===== config.mk =====
export PLATFORM = sky130hd
export DESIGN_NAME = cssq_top
export DESIGN_NICKNAME = d
export VERILOG_FILES = /design/src/logic/cssq_pkg.sv /design/src/logic/cssq_top.sv
export SDC_FILE = /design/constraint.sdc
export NUM_CORES = 2
export LEC_CHECK = 0
export BUFFER_PORTS_ARGS = -buffer_cell sky130_fd_sc_hd__buf_2
export CAP_MARGIN = 20
export CORE_MARGIN = 2
export CORE_UTILIZATION = 54
export DETAILED_ROUTE_END_ITERATION = 7
export GPL_TIMING_DRIVEN = 0
export HOLD_SLACK_MARGIN = 0.05
export PLACE_DENSITY_LB_ADDON = 0.1
export RECOVER_POWER = 50
export SETUP_SLACK_MARGIN = 0.5
export SLEW_MARGIN = 20
export SYNTH_ARGS = -nofsm -noshare
export SYNTH_HDL_FRONTEND = slang
export SYNTH_SLANG_ARGS = --single-unit
export TNS_END_PERCENT = 10

===== constraint.sdc =====
create_clock -name pclk -period 26.1 [get_ports pclk]
set_input_delay 5.22 -clock pclk [delete_from_list [all_inputs] [get_ports pclk]]
set_output_delay 5.22 -clock pclk [all_outputs]
set_load 0.1 [all_outputs]

===== src/logic/cssq_pkg.sv =====
// Constants, register map and state codes for the calibration and setup sequencer
package cssq_pkg;
  // Clock rate and time base
  localparam int unsigned CLK_MHZ = 250;
  localparam int unsigned TICK_US = 1000;
  localparam int unsigned TICK_CYC = TICK_US * CLK_MHZ;
  // Times counted in milliseconds
  localparam logic [14:0] MEAS_MS = 15'h3E80;
  localparam logic [14:0] IDLE_MS = 15'h7530;
  localparam logic [9:0] SEC_MS = 10'h3E8;
  localparam logic [9:0] FLASH_MS = 10'h1F4;
  // Register byte offsets
  localparam logic [7:0] OFS_SCALE = 8'h00;
  localparam logic [7:0] OFS_DELAY = 8'h04;
  localparam logic [7:0] OFS_CALCODE = 8'h08;
  localparam logic [7:0] OFS_ENGCODE = 8'h0C;
  localparam logic [7:0] OFS_FACCODE = 8'h10;
  localparam logic [7:0] OFS_STATUS = 8'h14;
  localparam logic [7:0] OFS_CALSPD = 8'h18;
  localparam logic [7:0] OFS_DISPLAY = 8'h1C;
  // Setup parameter defaults and ranges; scale in 1/1200ths (divided by SCALE_DIV)
  localparam logic [13:0] SCALE_DEF = 14'h04B0;
  localparam logic [13:0] SCALE_MIN = 14'h0001;
  localparam logic [13:0] SCALE_MAX = 14'h270F;
  localparam logic [29:0] SCALE_DIV = 30'h000004B0;
  localparam logic [29:0] DISP_MAX = 30'h0000270F;
  localparam logic [5:0] DELAY_DEF = 6'h0A;
  localparam logic [5:0] DELAY_MIN = 6'h01;
  localparam logic [5:0] ENG_DELAY_MAX = 6'h1E;
  localparam logic [5:0] FAC_DELAY_MAX = 6'h3C;
  localparam logic [13:0] ENG_SCALE_STEP = 14'h000A;
  localparam logic [13:0] FAC_SCALE_STEP = 14'h0001;
  // Codes: two bits per symbol, first symbol lowest; A=1, B=2, C=3
  localparam logic [7:0] CAL_CODE_DEF = 8'h39;
  localparam logic [7:0] ENG_CODE_DEF = 8'hAA;
  localparam logic [7:0] FAC_CODE_DEF = 8'h6D;
  localparam logic [2:0] CAL_CODE_LEN = 3'h3;
  localparam logic [2:0] ENG_CODE_LEN = 3'h4;
  localparam logic [2:0] FAC_CODE_LEN = 3'h4;
  // Menu items
  localparam logic [1:0] ITEM_CAL = 2'h0;
  localparam logic [1:0] ITEM_SETUP = 2'h1;
  localparam logic [1:0] ITEM_TEST = 2'h2;
  // Parameter walk: scale, start-up delay, engineer code (factory only)
  localparam logic [1:0] PAR_SCALE = 2'h0;
  localparam logic [1:0] PAR_DELAY = 2'h1;
  localparam logic [1:0] PAR_ENGCODE = 2'h2;

  typedef enum logic [9:0] {
    ST_STATUS = 10'h001,
    ST_MENU = 10'h002,
    ST_CODE = 10'h004,
    ST_WAIT_RUN = 10'h008,
    ST_STARTUP = 10'h010,
    ST_MEASURE = 10'h020,
    ST_SETUP_SEL = 10'h040,
    ST_PARAM = 10'h080,
    ST_SAVE = 10'h100,
    ST_FAC_SHOW = 10'h200
  } cssq_state_t;

  typedef enum logic [1:0] {
    TGT_CAL = 2'h0,
    TGT_ENG = 2'h1,
    TGT_FAC = 2'h2
  } cssq_target_t;

  // Message shown on the text display
  localparam logic [3:0] MSG_READY = 4'h0;
  localparam logic [3:0] MSG_NOT_CAL = 4'h1;
  localparam logic [3:0] MSG_MENU = 4'h2;
  localparam logic [3:0] MSG_CODE = 4'h3;
  localparam logic [3:0] MSG_START_ELEV = 4'h4;
  localparam logic [3:0] MSG_STARTUP = 4'h5;
  localparam logic [3:0] MSG_PROGRESS = 4'h6;
  localparam logic [3:0] MSG_SETUP = 4'h7;
  localparam logic [3:0] MSG_PARAM = 4'h8;
  localparam logic [3:0] MSG_SAVE = 4'h9;
  localparam logic [3:0] MSG_FAC_NUM = 4'hA;
endpackage


===== src/logic/cssq_top.sv =====
// Calibration, menu and setup sequencer with display scaling and APB registers
//
// Added by the designer: the register addresses and the APB interface to the registers.
`timescale 1ns/10ps
module cssq_top #(
  parameter int unsigned TICK_CYCLES = cssq_pkg::TICK_CYC
) (
  input wire logic pclk,
  input wire logic presetn,
  input wire logic psel,
  input wire logic penable,
  input wire logic pwrite,
  input wire logic [7:0] paddr,
  input wire logic [31:0] pwdata,
  output logic [31:0] prdata,
  output logic pready,
  output logic pslverr,
  input wire logic btn_a,
  input wire logic btn_b,
  input wire logic btn_c,
  input wire logic interlock,
  input wire logic probe_pulse,
  input wire logic elevator_fault,
  input wire logic alarm_cond,
  input wire logic stop_cond,
  output logic alarm_relay,
  output logic stop_relay,
  output logic alarm_lamp,
  output logic stop_lamp,
  output logic [3:0] msg_code,
  output logic [13:0] msg_value,
  output logic [13:0] disp_value,
  output logic disp_overrange
);
  import cssq_pkg::*;

  function automatic logic [1:0] code_sym(input logic [7:0] code, input logic [2:0] idx);
    code_sym = code[{idx[1:0], 1'b0} +: 2];
  endfunction

  // Symbol of a touch during code entry: A wins over B, B over C
  function automatic logic [1:0] touch_sym(input logic a, input logic b);
    touch_sym = a ? 2'h1 : (b ? 2'h2 : 2'h3);
  endfunction

  cssq_state_t state_r;
  cssq_target_t tgt_r;
  logic [17:0] tick_cnt_r;
  logic ms_tick;
  logic [9:0] sec_ms_r;
  logic sec_tick;
  logic [9:0] flash_ms_r;
  logic flash_r;
  logic a_d_r, b_d_r, c_d_r, probe_d_r;
  logic a_edge, b_edge, c_edge, any_edge, probe_edge;
  logic [14:0] idle_ms_r;
  logic [14:0] meas_ms_r;
  logic [9:0] sec_pulses_r;
  logic [15:0] ppm_r;
  logic [15:0] cal_sum_r;
  logic [15:0] cal_speed_r;
  logic calibrated_r;
  logic [5:0] delay_left_r;
  logic [1:0] cursor_r;
  logic [2:0] sym_idx_r;
  logic [2:0] code_len;
  logic [7:0] code_exp;
  logic fac_ok_r;
  logic [13:0] fac_num_r;
  logic [13:0] lfsr_r;
  logic [1:0] par_r;
  logic [13:0] wk_scale_r;
  logic [5:0] wk_delay_r;
  logic [7:0] wk_eng_r;
  logic [1:0] wk_sym;
  logic save_yes_r;
  logic [13:0] scale_r;
  logic [5:0] delay_r;
  logic [7:0] cal_code_r, eng_code_r, fac_code_r;
  logic commit;
  logic cal_done;
  logic in_cal;
  logic cal_abort;
  logic [29:0] disp_full;
  logic [13:0] scale_step;
  logic [5:0] delay_max;
  logic [1:0] par_last;
  logic apb_wr;
  logic addr_ok;

  // Millisecond time base keeps the long counters narrow
  always_ff @(posedge pclk or negedge presetn) begin
    if (!presetn) begin
      tick_cnt_r <= '0;
    end else if (tick_cnt_r == 18'(TICK_CYCLES - 1)) begin
      tick_cnt_r <= '0;
    end else begin
      tick_cnt_r <= tick_cnt_r + 18'h00001;
    end
  end
  assign ms_tick = (tick_cnt_r == 18'(TICK_CYCLES - 1));

  always_ff @(posedge pclk or negedge presetn) begin
    if (!presetn) begin
      sec_ms_r <= '0;
      flash_ms_r <= '0;
      flash_r <= 1'b0;
    end else if (ms_tick) begin
      sec_ms_r <= (sec_ms_r == SEC_MS - 10'h001) ? 10'h000 : sec_ms_r + 10'h001;
      if (flash_ms_r == FLASH_MS - 10'h001) begin
        flash_ms_r <= '0;
        flash_r <= ~flash_r;
      end else begin
        flash_ms_r <= flash_ms_r + 10'h001;
      end
    end
  end
  assign sec_tick = ms_tick && (sec_ms_r == SEC_MS - 10'h001);

  always_ff @(posedge pclk or negedge presetn) begin
    if (!presetn) begin
      a_d_r <= 1'b0;
      b_d_r <= 1'b0;
      c_d_r <= 1'b0;
      probe_d_r <= 1'b0;
    end else begin
      a_d_r <= btn_a;
      b_d_r <= btn_b;
      c_d_r <= btn_c;
      probe_d_r <= probe_pulse;
    end
  end
  assign a_edge = btn_a && !a_d_r;
  assign b_edge = btn_b && !b_d_r;
  assign c_edge = btn_c && !c_d_r;
  assign any_edge = a_edge || b_edge || c_edge;
  assign probe_edge = probe_pulse && !probe_d_r;

  // Speed measurement runs only with the interlock present
  always_ff @(posedge pclk or negedge presetn) begin
    if (!presetn) begin
      sec_pulses_r <= '0;
      ppm_r <= '0;
    end else if (!interlock) begin
      sec_pulses_r <= '0;
      ppm_r <= '0;
    end else if (sec_tick) begin
      sec_pulses_r <= {9'h000, probe_edge};
      ppm_r <= 16'(sec_pulses_r) * 16'h003C;
    end else if (probe_edge) begin
      sec_pulses_r <= sec_pulses_r + 10'h001;
    end
  end

  assign in_cal = (state_r == ST_STARTUP) || (state_r == ST_MEASURE);
  assign cal_abort = in_cal && (!interlock || elevator_fault ||
                     (state_r == ST_MEASURE && sec_tick && sec_pulses_r == 10'h000));
  assign cal_done = (state_r == ST_MEASURE) && ms_tick && (meas_ms_r == MEAS_MS - 15'h0001);

  always_ff @(posedge pclk or negedge presetn) begin
    if (!presetn) begin
      meas_ms_r <= '0;
      cal_sum_r <= '0;
    end else if (state_r != ST_MEASURE) begin
      meas_ms_r <= '0;
      cal_sum_r <= '0;
    end else begin
      if (ms_tick) begin
        meas_ms_r <= meas_ms_r + 15'h0001;
      end
      if (probe_edge) begin
        cal_sum_r <= cal_sum_r + 16'h0001;
      end
    end
  end

  // Pulses in 16 s times 60/16 gives the average per minute
  always_ff @(posedge pclk or negedge presetn) begin
    if (!presetn) begin
      cal_speed_r <= '0;
      calibrated_r <= 1'b0;
    end else if (cal_done) begin
      cal_speed_r <= 16'((20'(cal_sum_r) * 20'h0000F) >> 2);
      calibrated_r <= 1'b1;
    end
  end

  assign code_len = (tgt_r == TGT_CAL) ? CAL_CODE_LEN :
                    (tgt_r == TGT_ENG) ? ENG_CODE_LEN : FAC_CODE_LEN;
  assign code_exp = (tgt_r == TGT_CAL) ? cal_code_r :
                    (tgt_r == TGT_ENG) ? eng_code_r : fac_code_r;
  assign scale_step = (tgt_r == TGT_FAC) ? FAC_SCALE_STEP : ENG_SCALE_STEP;
  assign delay_max = (tgt_r == TGT_FAC) ? FAC_DELAY_MAX : ENG_DELAY_MAX;
  assign par_last = (tgt_r == TGT_FAC) ? PAR_ENGCODE : PAR_DELAY;
  assign wk_sym = code_sym(wk_eng_r, sym_idx_r);
  assign commit = (state_r == ST_SAVE) && c_edge && save_yes_r;

  always_ff @(posedge pclk or negedge presetn) begin
    if (!presetn) begin
      lfsr_r <= 14'h0001;
    end else begin
      lfsr_r <= {lfsr_r[12:0], lfsr_r[13] ^ lfsr_r[12] ^ lfsr_r[11] ^ lfsr_r[1]};
    end
  end

  // Idle timer restarts on every touch while a menu is up
  always_ff @(posedge pclk or negedge presetn) begin
    if (!presetn) begin
      idle_ms_r <= '0;
    end else if (any_edge || state_r == ST_STATUS || in_cal) begin
      idle_ms_r <= '0;
    end else if (ms_tick) begin
      idle_ms_r <= idle_ms_r + 15'h0001;
    end
  end

  always_ff @(posedge pclk or negedge presetn) begin
    if (!presetn) begin
      state_r <= ST_STATUS;
      tgt_r <= TGT_CAL;
      cursor_r <= ITEM_CAL;
      sym_idx_r <= '0;
      delay_left_r <= '0;
      par_r <= PAR_SCALE;
      save_yes_r <= 1'b0;
      fac_num_r <= '0;
      wk_scale_r <= SCALE_DEF;
      wk_delay_r <= DELAY_DEF;
      wk_eng_r <= ENG_CODE_DEF;
    end else if (cal_abort) begin
      state_r <= ST_STATUS;
    end else if (idle_ms_r == IDLE_MS - 15'h0001 && ms_tick && !in_cal &&
                 state_r != ST_WAIT_RUN) begin
      state_r <= ST_STATUS;
    end else begin
      case (state_r)
        ST_STATUS: begin
          if (c_edge) begin
            state_r <= ST_MENU;
            cursor_r <= ITEM_CAL;
          end
        end
        ST_MENU: begin
          if (a_edge) begin
            state_r <= ST_STATUS;
          end else if (b_edge) begin
            cursor_r <= (cursor_r == ITEM_TEST) ? ITEM_CAL : cursor_r + 2'h1;
          end else if (c_edge) begin
            sym_idx_r <= '0;
            if (cursor_r == ITEM_CAL) begin
              tgt_r <= TGT_CAL;
              state_r <= ST_CODE;
            end else if (cursor_r == ITEM_SETUP) begin
              state_r <= ST_SETUP_SEL;
              cursor_r <= 2'h0;
            end else begin
              state_r <= ST_STATUS;
            end
          end
        end
        ST_SETUP_SEL: begin
          if (a_edge || b_edge) begin
            cursor_r <= {1'b0, ~cursor_r[0]};
          end else if (c_edge) begin
            sym_idx_r <= '0;
            wk_scale_r <= scale_r;
            wk_delay_r <= delay_r;
            wk_eng_r <= eng_code_r;
            if (cursor_r[0]) begin
              tgt_r <= TGT_FAC;
              fac_num_r <= lfsr_r;
              state_r <= fac_ok_r ? ST_PARAM : ST_FAC_SHOW;
              par_r <= PAR_SCALE;
            end else begin
              tgt_r <= TGT_ENG;
              state_r <= ST_CODE;
            end
          end
        end
        ST_FAC_SHOW: begin
          if (c_edge) begin
            state_r <= ST_CODE;
          end
        end
        ST_CODE: begin
          if (any_edge) begin
            if (touch_sym(a_edge, b_edge) != code_sym(code_exp, sym_idx_r)) begin
              state_r <= ST_MENU;
              cursor_r <= ITEM_CAL;
            end else if (sym_idx_r == code_len - 3'h1) begin
              par_r <= PAR_SCALE;
              state_r <= (tgt_r == TGT_CAL) ? ST_WAIT_RUN : ST_PARAM;
            end else begin
              sym_idx_r <= sym_idx_r + 3'h1;
            end
          end
        end
        ST_WAIT_RUN: begin
          if (interlock) begin
            state_r <= ST_STARTUP;
            delay_left_r <= delay_r;
          end else if (a_edge) begin
            state_r <= ST_STATUS;
          end
        end
        ST_STARTUP: begin
          if (sec_tick) begin
            if (delay_left_r <= 6'h01) begin
              state_r <= ST_MEASURE;
            end
            delay_left_r <= delay_left_r - 6'h01;
          end
        end
        ST_MEASURE: begin
          if (cal_done) begin
            state_r <= ST_STATUS;
          end
        end
        ST_PARAM: begin
          if (a_edge || b_edge) begin
            case (par_r)
              PAR_SCALE: begin
                if (b_edge) begin
                  wk_scale_r <= (wk_scale_r > SCALE_MAX - scale_step) ? SCALE_MAX :
                                wk_scale_r + scale_step;
                end else begin
                  wk_scale_r <= (wk_scale_r < SCALE_MIN + scale_step) ? SCALE_MIN :
                                wk_scale_r - scale_step;
                end
              end
              PAR_DELAY: begin
                if (b_edge && wk_delay_r < delay_max) begin
                  wk_delay_r <= wk_delay_r + 6'h01;
                end else if (a_edge && wk_delay_r > DELAY_MIN) begin
                  wk_delay_r <= wk_delay_r - 6'h01;
                end
              end
              default: begin
                wk_eng_r[{sym_idx_r[1:0], 1'b0} +: 2] <=
                  (wk_sym == 2'h3) ? 2'h1 : wk_sym + 2'h1;
              end
            endcase
          end else if (c_edge) begin
            if (par_r == PAR_ENGCODE && sym_idx_r != ENG_CODE_LEN - 3'h1) begin
              sym_idx_r <= sym_idx_r + 3'h1;
            end else if (par_r == par_last) begin
              state_r <= ST_SAVE;
              save_yes_r <= 1'b0;
            end else begin
              par_r <= par_r + 2'h1;
              sym_idx_r <= '0;
            end
          end
        end
        ST_SAVE: begin
          if (a_edge || b_edge) begin
            save_yes_r <= ~save_yes_r;
          end else if (c_edge) begin
            state_r <= ST_STATUS;
          end
        end
        default: begin
          state_r <= ST_STATUS;
        end
      endcase
    end
  end

  // Factory code stays valid until a factory setup save is confirmed
  always_ff @(posedge pclk or negedge presetn) begin
    if (!presetn) begin
      fac_ok_r <= 1'b0;
    end else if (commit && tgt_r == TGT_FAC) begin
      fac_ok_r <= 1'b0;
    end else if (state_r == ST_CODE && tgt_r == TGT_FAC && any_edge &&
                 sym_idx_r == FAC_CODE_LEN - 3'h1 &&
                 touch_sym(a_edge, b_edge) == code_sym(fac_code_r, sym_idx_r)) begin
      fac_ok_r <= 1'b1;
    end
  end

  // Stored setup; reset values stand for the factory defaults
  assign apb_wr = psel && penable && pwrite;
  always_ff @(posedge pclk or negedge presetn) begin
    if (!presetn) begin
      scale_r <= SCALE_DEF;
      delay_r <= DELAY_DEF;
      cal_code_r <= CAL_CODE_DEF;
      eng_code_r <= ENG_CODE_DEF;
      fac_code_r <= FAC_CODE_DEF;
    end else if (commit) begin
      scale_r <= wk_scale_r;
      delay_r <= wk_delay_r;
      eng_code_r <= wk_eng_r;
    end else if (apb_wr) begin
      case (paddr)
        OFS_SCALE: begin
          if (pwdata[13:0] >= SCALE_MIN && pwdata[13:0] <= SCALE_MAX) begin
            scale_r <= pwdata[13:0];
          end
        end
        OFS_DELAY: begin
          if (pwdata[5:0] >= DELAY_MIN && pwdata[5:0] <= FAC_DELAY_MAX) begin
            delay_r <= pwdata[5:0];
          end
        end
        OFS_CALCODE: cal_code_r <= pwdata[7:0];
        OFS_ENGCODE: eng_code_r <= pwdata[7:0];
        OFS_FACCODE: fac_code_r <= pwdata[7:0];
        default: ;
      endcase
    end
  end

  // Scaling touches only the shown number, never the trip reference
  assign disp_full = (30'(ppm_r) * 30'(scale_r)) / SCALE_DIV;

  always_ff @(posedge pclk or negedge presetn) begin
    if (!presetn) begin
      disp_value <= '0;
      disp_overrange <= 1'b0;
    end else begin
      disp_overrange <= (disp_full > DISP_MAX);
      disp_value <= (disp_full > DISP_MAX) ? 14'h0000 : disp_full[13:0];
    end
  end

  // Relays follow the interlock; uncalibrated unit pulses the alarm relay
  always_ff @(posedge pclk or negedge presetn) begin
    if (!presetn) begin
      alarm_relay <= 1'b0;
      stop_relay <= 1'b0;
      alarm_lamp <= 1'b0;
      stop_lamp <= 1'b0;
    end else if (in_cal && interlock) begin
      alarm_relay <= 1'b1;
      stop_relay <= 1'b1;
      alarm_lamp <= (state_r == ST_STARTUP) ? flash_r : 1'b0;
      stop_lamp <= 1'b0;
    end else if (!calibrated_r) begin
      alarm_relay <= interlock && flash_r;
      stop_relay <= 1'b0;
      alarm_lamp <= flash_r;
      stop_lamp <= 1'b0;
    end else begin
      alarm_relay <= interlock && !alarm_cond;
      stop_relay <= interlock && !stop_cond;
      alarm_lamp <= alarm_cond;
      stop_lamp <= stop_cond;
    end
  end

  always_ff @(posedge pclk or negedge presetn) begin
    if (!presetn) begin
      msg_code <= MSG_NOT_CAL;
      msg_value <= '0;
    end else begin
      msg_value <= '0;
      case (state_r)
        ST_STATUS: msg_code <= calibrated_r ? MSG_READY : MSG_NOT_CAL;
        ST_MENU: begin
          msg_code <= MSG_MENU;
          msg_value <= {12'h000, cursor_r};
        end
        ST_CODE: begin
          msg_code <= MSG_CODE;
          msg_value <= {11'h000, sym_idx_r};
        end
        ST_WAIT_RUN: msg_code <= MSG_START_ELEV;
        ST_STARTUP: begin
          msg_code <= MSG_STARTUP;
          msg_value <= {8'h00, delay_left_r};
        end
        ST_MEASURE: begin
          msg_code <= MSG_PROGRESS;
          msg_value <= 14'((22'(meas_ms_r) * 22'h000064) / 22'(MEAS_MS));
        end
        ST_SETUP_SEL: begin
          msg_code <= MSG_SETUP;
          msg_value <= {12'h000, cursor_r};
        end
        ST_FAC_SHOW: begin
          msg_code <= MSG_FAC_NUM;
          msg_value <= fac_num_r;
        end
        ST_PARAM: begin
          msg_code <= MSG_PARAM;
          msg_value <= (par_r == PAR_SCALE) ? wk_scale_r :
                       (par_r == PAR_DELAY) ? {8'h00, wk_delay_r} : {6'h00, wk_eng_r};
        end
        ST_SAVE: begin
          msg_code <= MSG_SAVE;
          msg_value <= {13'h0000, save_yes_r};
        end
        default: msg_code <= MSG_READY;
      endcase
    end
  end

  // Zero-wait APB slave; unmapped addresses answer with an error
  assign addr_ok = (paddr <= OFS_DISPLAY) && (paddr[1:0] == 2'h0);
  assign pready = 1'b1;
  assign pslverr = psel && penable && !addr_ok;
  // Read data is latched in the setup phase, so the access phase sees a flop
  always_ff @(posedge pclk or negedge presetn) begin
    if (!presetn) begin
      prdata <= '0;
    end else if (psel && !penable && !pwrite) begin
      case (paddr)
        OFS_SCALE: prdata <= {18'h00000, scale_r};
        OFS_DELAY: prdata <= {26'h0000000, delay_r};
        OFS_CALCODE: prdata <= {24'h000000, cal_code_r};
        OFS_ENGCODE: prdata <= {24'h000000, eng_code_r};
        OFS_FACCODE: prdata <= {24'h000000, fac_code_r};
        OFS_STATUS: prdata <= {19'h00000, fac_ok_r, interlock, calibrated_r, state_r};
        OFS_CALSPD: prdata <= {16'h0000, cal_speed_r};
        OFS_DISPLAY: prdata <= {1'b0, disp_overrange, disp_value, ppm_r};
        default: prdata <= '0;
      endcase
    end
  end
endmodule


==> results <==
- The run finished, with violations left.
- The final reports fail on max-capacitance violations, max-slew violations.
- The min-delay analysis places its worst path in the category flip-flop to flip-flop.
- For the worst setup path, the data arrival time is 23.07 ns.
- The buffer count from post-CTS setup fixing is 0.
- Measured along the x axis, the die boundary spans 263 um.
- TritonCTS built the clock tree.
- The data required time of the worst path is 26.52 ns.
- The end-of-flow core utilization is 0.590.
- The maximum clock frequency is 0.0442 GHz.
- The average wire per cell in the routed design is 19.2 um.
- The count of cells in the finished layout, fillers not included, comes to 5357.
- The shortest clock period the worst path allows after layout is between 20 and 25 ns.
- TritonCTS created 40 clock buffers.
- The tightest slew margin relative to the limit is -2.40.
- The number of design-rule violations left by the first detailed-router iteration is about 3000.
- In the finished design, the share of the clock period the worst path needs comes to 0.867.
- Using the TritonRoute via totals, the vias-per-cell ratio works out to 6.08.
- In the synthesized netlist, the number of instances is between 4000 and 5000.
- The vias after detailed routing is 32600.
- The final-report max-slew violation count came to ~250.
- The initial antenna violation count was 2.
- The root buffer selected by CTS is sky130_fd_sc_hd__clkbuf_16.
- After routing, the total negative slack on setup checks comes to 0 ns.
- The pin count of the biggest net entering global routing is 96.
- The number of setup violations in the final report is 0.
- The mapped netlist covers 36400 um^2.
- The top-level port count is 124.
- The number of hold buffers added after cts is 0.
- Setup repair after global routing left no endpoint under its margin.
- The first-pass GRT wire length is 167000 um.
- Once the clock tree was built, the resizer swapped 0 gates to a different size.
- Hold is met by between 0.3 and 0.4 ns.
- After detailed routing, the number of remaining DRC violations is 0.
- For this run the aggregate overflow at the end of global routing stands at 0.
- The number of core rows is 95.
- Of all nets on the critical path, the largest fanout is 10.
- The number of synthesized flops with an enable pin is 0.
- Across the routed clock network, the largest skew measured is between 0.05 and 0.06 ns.
- The H-tree was split into 2 levels.
- The maximum number of buffers from clock root to sink is 3.
- The largest individual stage delay along the critical path comes from the cell sky130_fd_sc_hd__clkbuf_1.
- Wires add up to between 100000 and 150000 um.
- Once detailed placement completed, the half-perimeter wirelength came to 80400 um.
- The floorplan step set the die height to between 200 and 300 um.
- The number of input and output port buffers inserted is 101.
- The via count of the first global-routing pass is 31000.
- The share of layout cells above drive strength 1 is 0.0888.
- The dominant synthesized flop cell is sky130_fd_sc_hd__dfrtp_1.
- Across the VDD grid, the largest voltage drop is 0.0000606 V.
- For this run, the total global-route usage over all layers was measured as 0.293.
- The starting density of the core is 0.543.
- The number of placed instances, taps included, is 5282.
- Dividing the synthesized area by the synthesized cell count gives 8.45 um^2.
- The congestion estimate from routability-driven global placement came to 0.947.
- The most numerous cell on the critical path is sky130_fd_sc_hd__fa_1.
- For this run, the register share of the synthesized area comes to 0.225.
- From synthesis to final layout, the design area changed by 8.59%.
- The count of warnings emitted by yosys is 0.
- The critical path contains buffers and inverters numbering 14 combined.
- The clock-pin slew of the registers on the worst-case setup and hold paths is 0.06 ns.
- By startpoint and endpoint, the worst setup path is classified as flip-flop to flip-flop.
- The final layout contains 4939 nets.
- For the worst-skew pair, the clock arrives at the later sink with an insertion delay of 0.61 ns.
- The kind of cell with the highest combined delay along the critical path is compound AO/OA/AOI/OAI gates.
- After floorplanning, the core was sized to cover ~67000 um^2.
- The detail route stage leaves a number of antenna-violating nets equal to 0.
- The floorplan step defined a die boundary enclosing 69400 um^2.
- The worst setup path is captured at a flip-flop.
- The power density relative to cell area is 33.9 nW/um^2.
- The number of sinks on the clock net is 325.
- The analysis attributes to cell leakage a power of 0.0182 uW.
- In the post-synthesis netlist, the biggest area contributors are sky130_fd_sc_hd__dfrtp_1, sky130_fd_sc_hd__fa_1, sky130_fd_sc_hd__ha_1.
- For the pin with the worst max-slew slack, the measured transition is between 5 and 6 ns.
- Of all cell types, the one taking the most synthesized area is sky130_fd_sc_hd__dfrtp_1.
- The total iterations of the first detailed-routing run is 8.
- The area share of the largest cell type after synthesis is 0.202.
- Counting distinct cell types in the post-synthesis netlist gives 135.
- The total count of hold-check failures in the final report is 0.
- For this run, asynchronously set or reset flops after synthesis account for 1.00.
- The synthesis-stage register bit count is 325.
- The count of max-cap constraint violations is 3.
- The post-synthesis net count is ~4800.
- The largest stage delay on the critical path is 0.57 ns.
- The worst setup path is launched from a flip-flop.
[worst register-to-register path: cells and delay by family, from the launching register on]
kind / cells / cell delay [ns]
AO/OA/AOI/OAI: 34 / 8.67
AND/OR/NAND/NOR: 13 / 4.42
adder cells (fa/ha/maj): 7 / 3.27
buffers and inverters: 14 / 2.47
multiplexers: 6 / 1.85
XOR/XNOR: 4 / 1.32
flip-flops: 1 / 0.49
[cells in the final DEF, fill, tap and decap left out, types with 28 or more instances in the layout]
master                      netlist  final
sky130_fd_sc_hd__nand3_1        118    118
sky130_fd_sc_hd__buf_2           26    123
sky130_fd_sc_hd__o21ai_0        184    184
sky130_fd_sc_hd__ha_1           236    236
sky130_fd_sc_hd__clkbuf_1       154    170
sky130_fd_sc_hd__mux2_2          46     46
sky130_fd_sc_hd__a31oi_1         49     49
sky130_fd_sc_hd__nor2b_1         28     28
sky130_fd_sc_hd__clkbuf_16        0     40
sky130_fd_sc_hd__and2_1         158    154
sky130_fd_sc_hd__nand4_1         47     47
sky130_fd_sc_hd__dfrtp_1        293    293
sky130_fd_sc_hd__inv_1          292    292
sky130_fd_sc_hd__a21oi_1        264    264
sky130_fd_sc_hd__o21bai_1        31     31
sky130_fd_sc_hd__xor2_1         103    103
sky130_fd_sc_hd__mux2i_1         77     77
sky130_fd_sc_hd__nor3_1          94     94
sky130_fd_sc_hd__fa_1           199    199
sky130_fd_sc_hd__nor2_1         381    381
sky130_fd_sc_hd__o211ai_1        38     38
sky130_fd_sc_hd__and3_1          51     51
sky130_fd_sc_hd__nand2_1        450    450
sky130_fd_sc_hd__xnor2_1        198    198
sky130_fd_sc_hd__nor4_1          40     40
sky130_fd_sc_hd__a21o_1          35     35
sky130_fd_sc_hd__or3_1           38     38
sky130_fd_sc_hd__dfstp_2         32     31
[cells in the mapped netlist (all sizes together) (32+ instances only)]
| master | instances |
|---|---|
| clkbuf | 154 |
| fa | 199 |
| mux2 | 49 |
| o211ai | 39 |
| dfstp | 32 |
| nor2 | 382 |
| xnor2 | 201 |
| a21o | 36 |
| or3 | 38 |
| mux2i | 79 |
| dfrtp | 293 |
| nand3 | 118 |
| nand2 | 451 |
| buf | 46 |
| nand4 | 47 |
| inv | 292 |
| nor3 | 99 |
| a211oi | 34 |
| a31oi | 53 |
| and2 | 159 |
| o21ai | 208 |
| xor2 | 103 |
| nor4 | 41 |
| a21oi | 270 |
| ha | 236 |
| and3 | 51 |
[power breakdown]
group | switching [uW] | internal [uW] | leakage [uW]
Sequential | 15.8 | 520 | 0.00434
Clock | 241 | 373 | 0.000717
Combinational | 144 | 46.7 | 0.0131
Total | 401 | 939 | 0.0182
[cells by family (layout without fill, tap and decap cells)]
family	count (synthesis)	after routing	synth area share
simple gates	1552	1552	0.209
compound gates	1048	1048	0.203
buf+inv	493	672	0.0531
fa+ha+maj	443	443	0.193
flops	325	325	0.225
xor+xnor	305	305	0.0745
mux	136	136	0.0427
other cells	2	3	0.000207
[metal layers]
layer  part of all wire  wire length [um]  GRT usage  up-vias
met1               0.46             47000      0.419    15900
met2               0.45             46600      0.466     1008
met5                  0                 0          0        -
li1                   -                 -          -    15600
met4              0.021              2140     0.0632        0
met3              0.068              7010     0.0508      145
[path summary, 6_finish.rpt]
path	start	end	slack, ns	cells after the start
worst max register to register	ppm_r[9]	disp_value[0]	3.46	78
worst min register to register	lfsr_r[3]	lfsr_r[4]	0.37	0
worst min-delay path	lfsr_r[3]	lfsr_r[4]	0.37	0
max in group asynchronous	presetn	prdata[30]	13.13	2
worst max-delay path	ppm_r[9]	disp_value[0]	3.46	78
min in group asynchronous	presetn	wk_scale_r[8]	6.32	1
[metrics by stage]
stage | total power, uW | instance area [um^2] | setup WS [ns]
after floorplan | 668 | 36400 | 6.59
after global placement | 727 | 38000 | 3.83
after detailed placement | 730 | 38100 | 3.83
after CTS | 1350 | 39500 | 3.76
after global routing | 1380 | 39500 | 1.81
final | 1340 | 39500 | 3.46
[flip-flops by register name, summed over array words and instances (netlist names), 8 cells and up]
register,count
wk_eng_r,8
sec_ms_r,10
idle_ms_r,15
lfsr_r,14
disp_value,14
ppm_r,14
cal_speed_r,16
tick_cnt_r,18
meas_ms_r,15
cal_sum_r,16
fac_num_r,14
state_r,10
fac_code_r,8
wk_scale_r,14
msg_value,14
sec_pulses_r,10
prdata,31
cal_code_r,8
eng_code_r,8
scale_r,14
flash_ms_r,10
[cell type report]
cell class,count,area (um^2)
Sequential cell,325,8170
Buffer,200,832
Clock inverter,18,329
Multi-Input combinational cell,3486,26300
Timing Repair Buffer,105,539
Clock buffer,56,1150
Inverter,293,1100
Antenna cell,1,2.50
Fill cell,6122,27400
Tap cell,873,1090
Power figures use the tool's default switching activity.
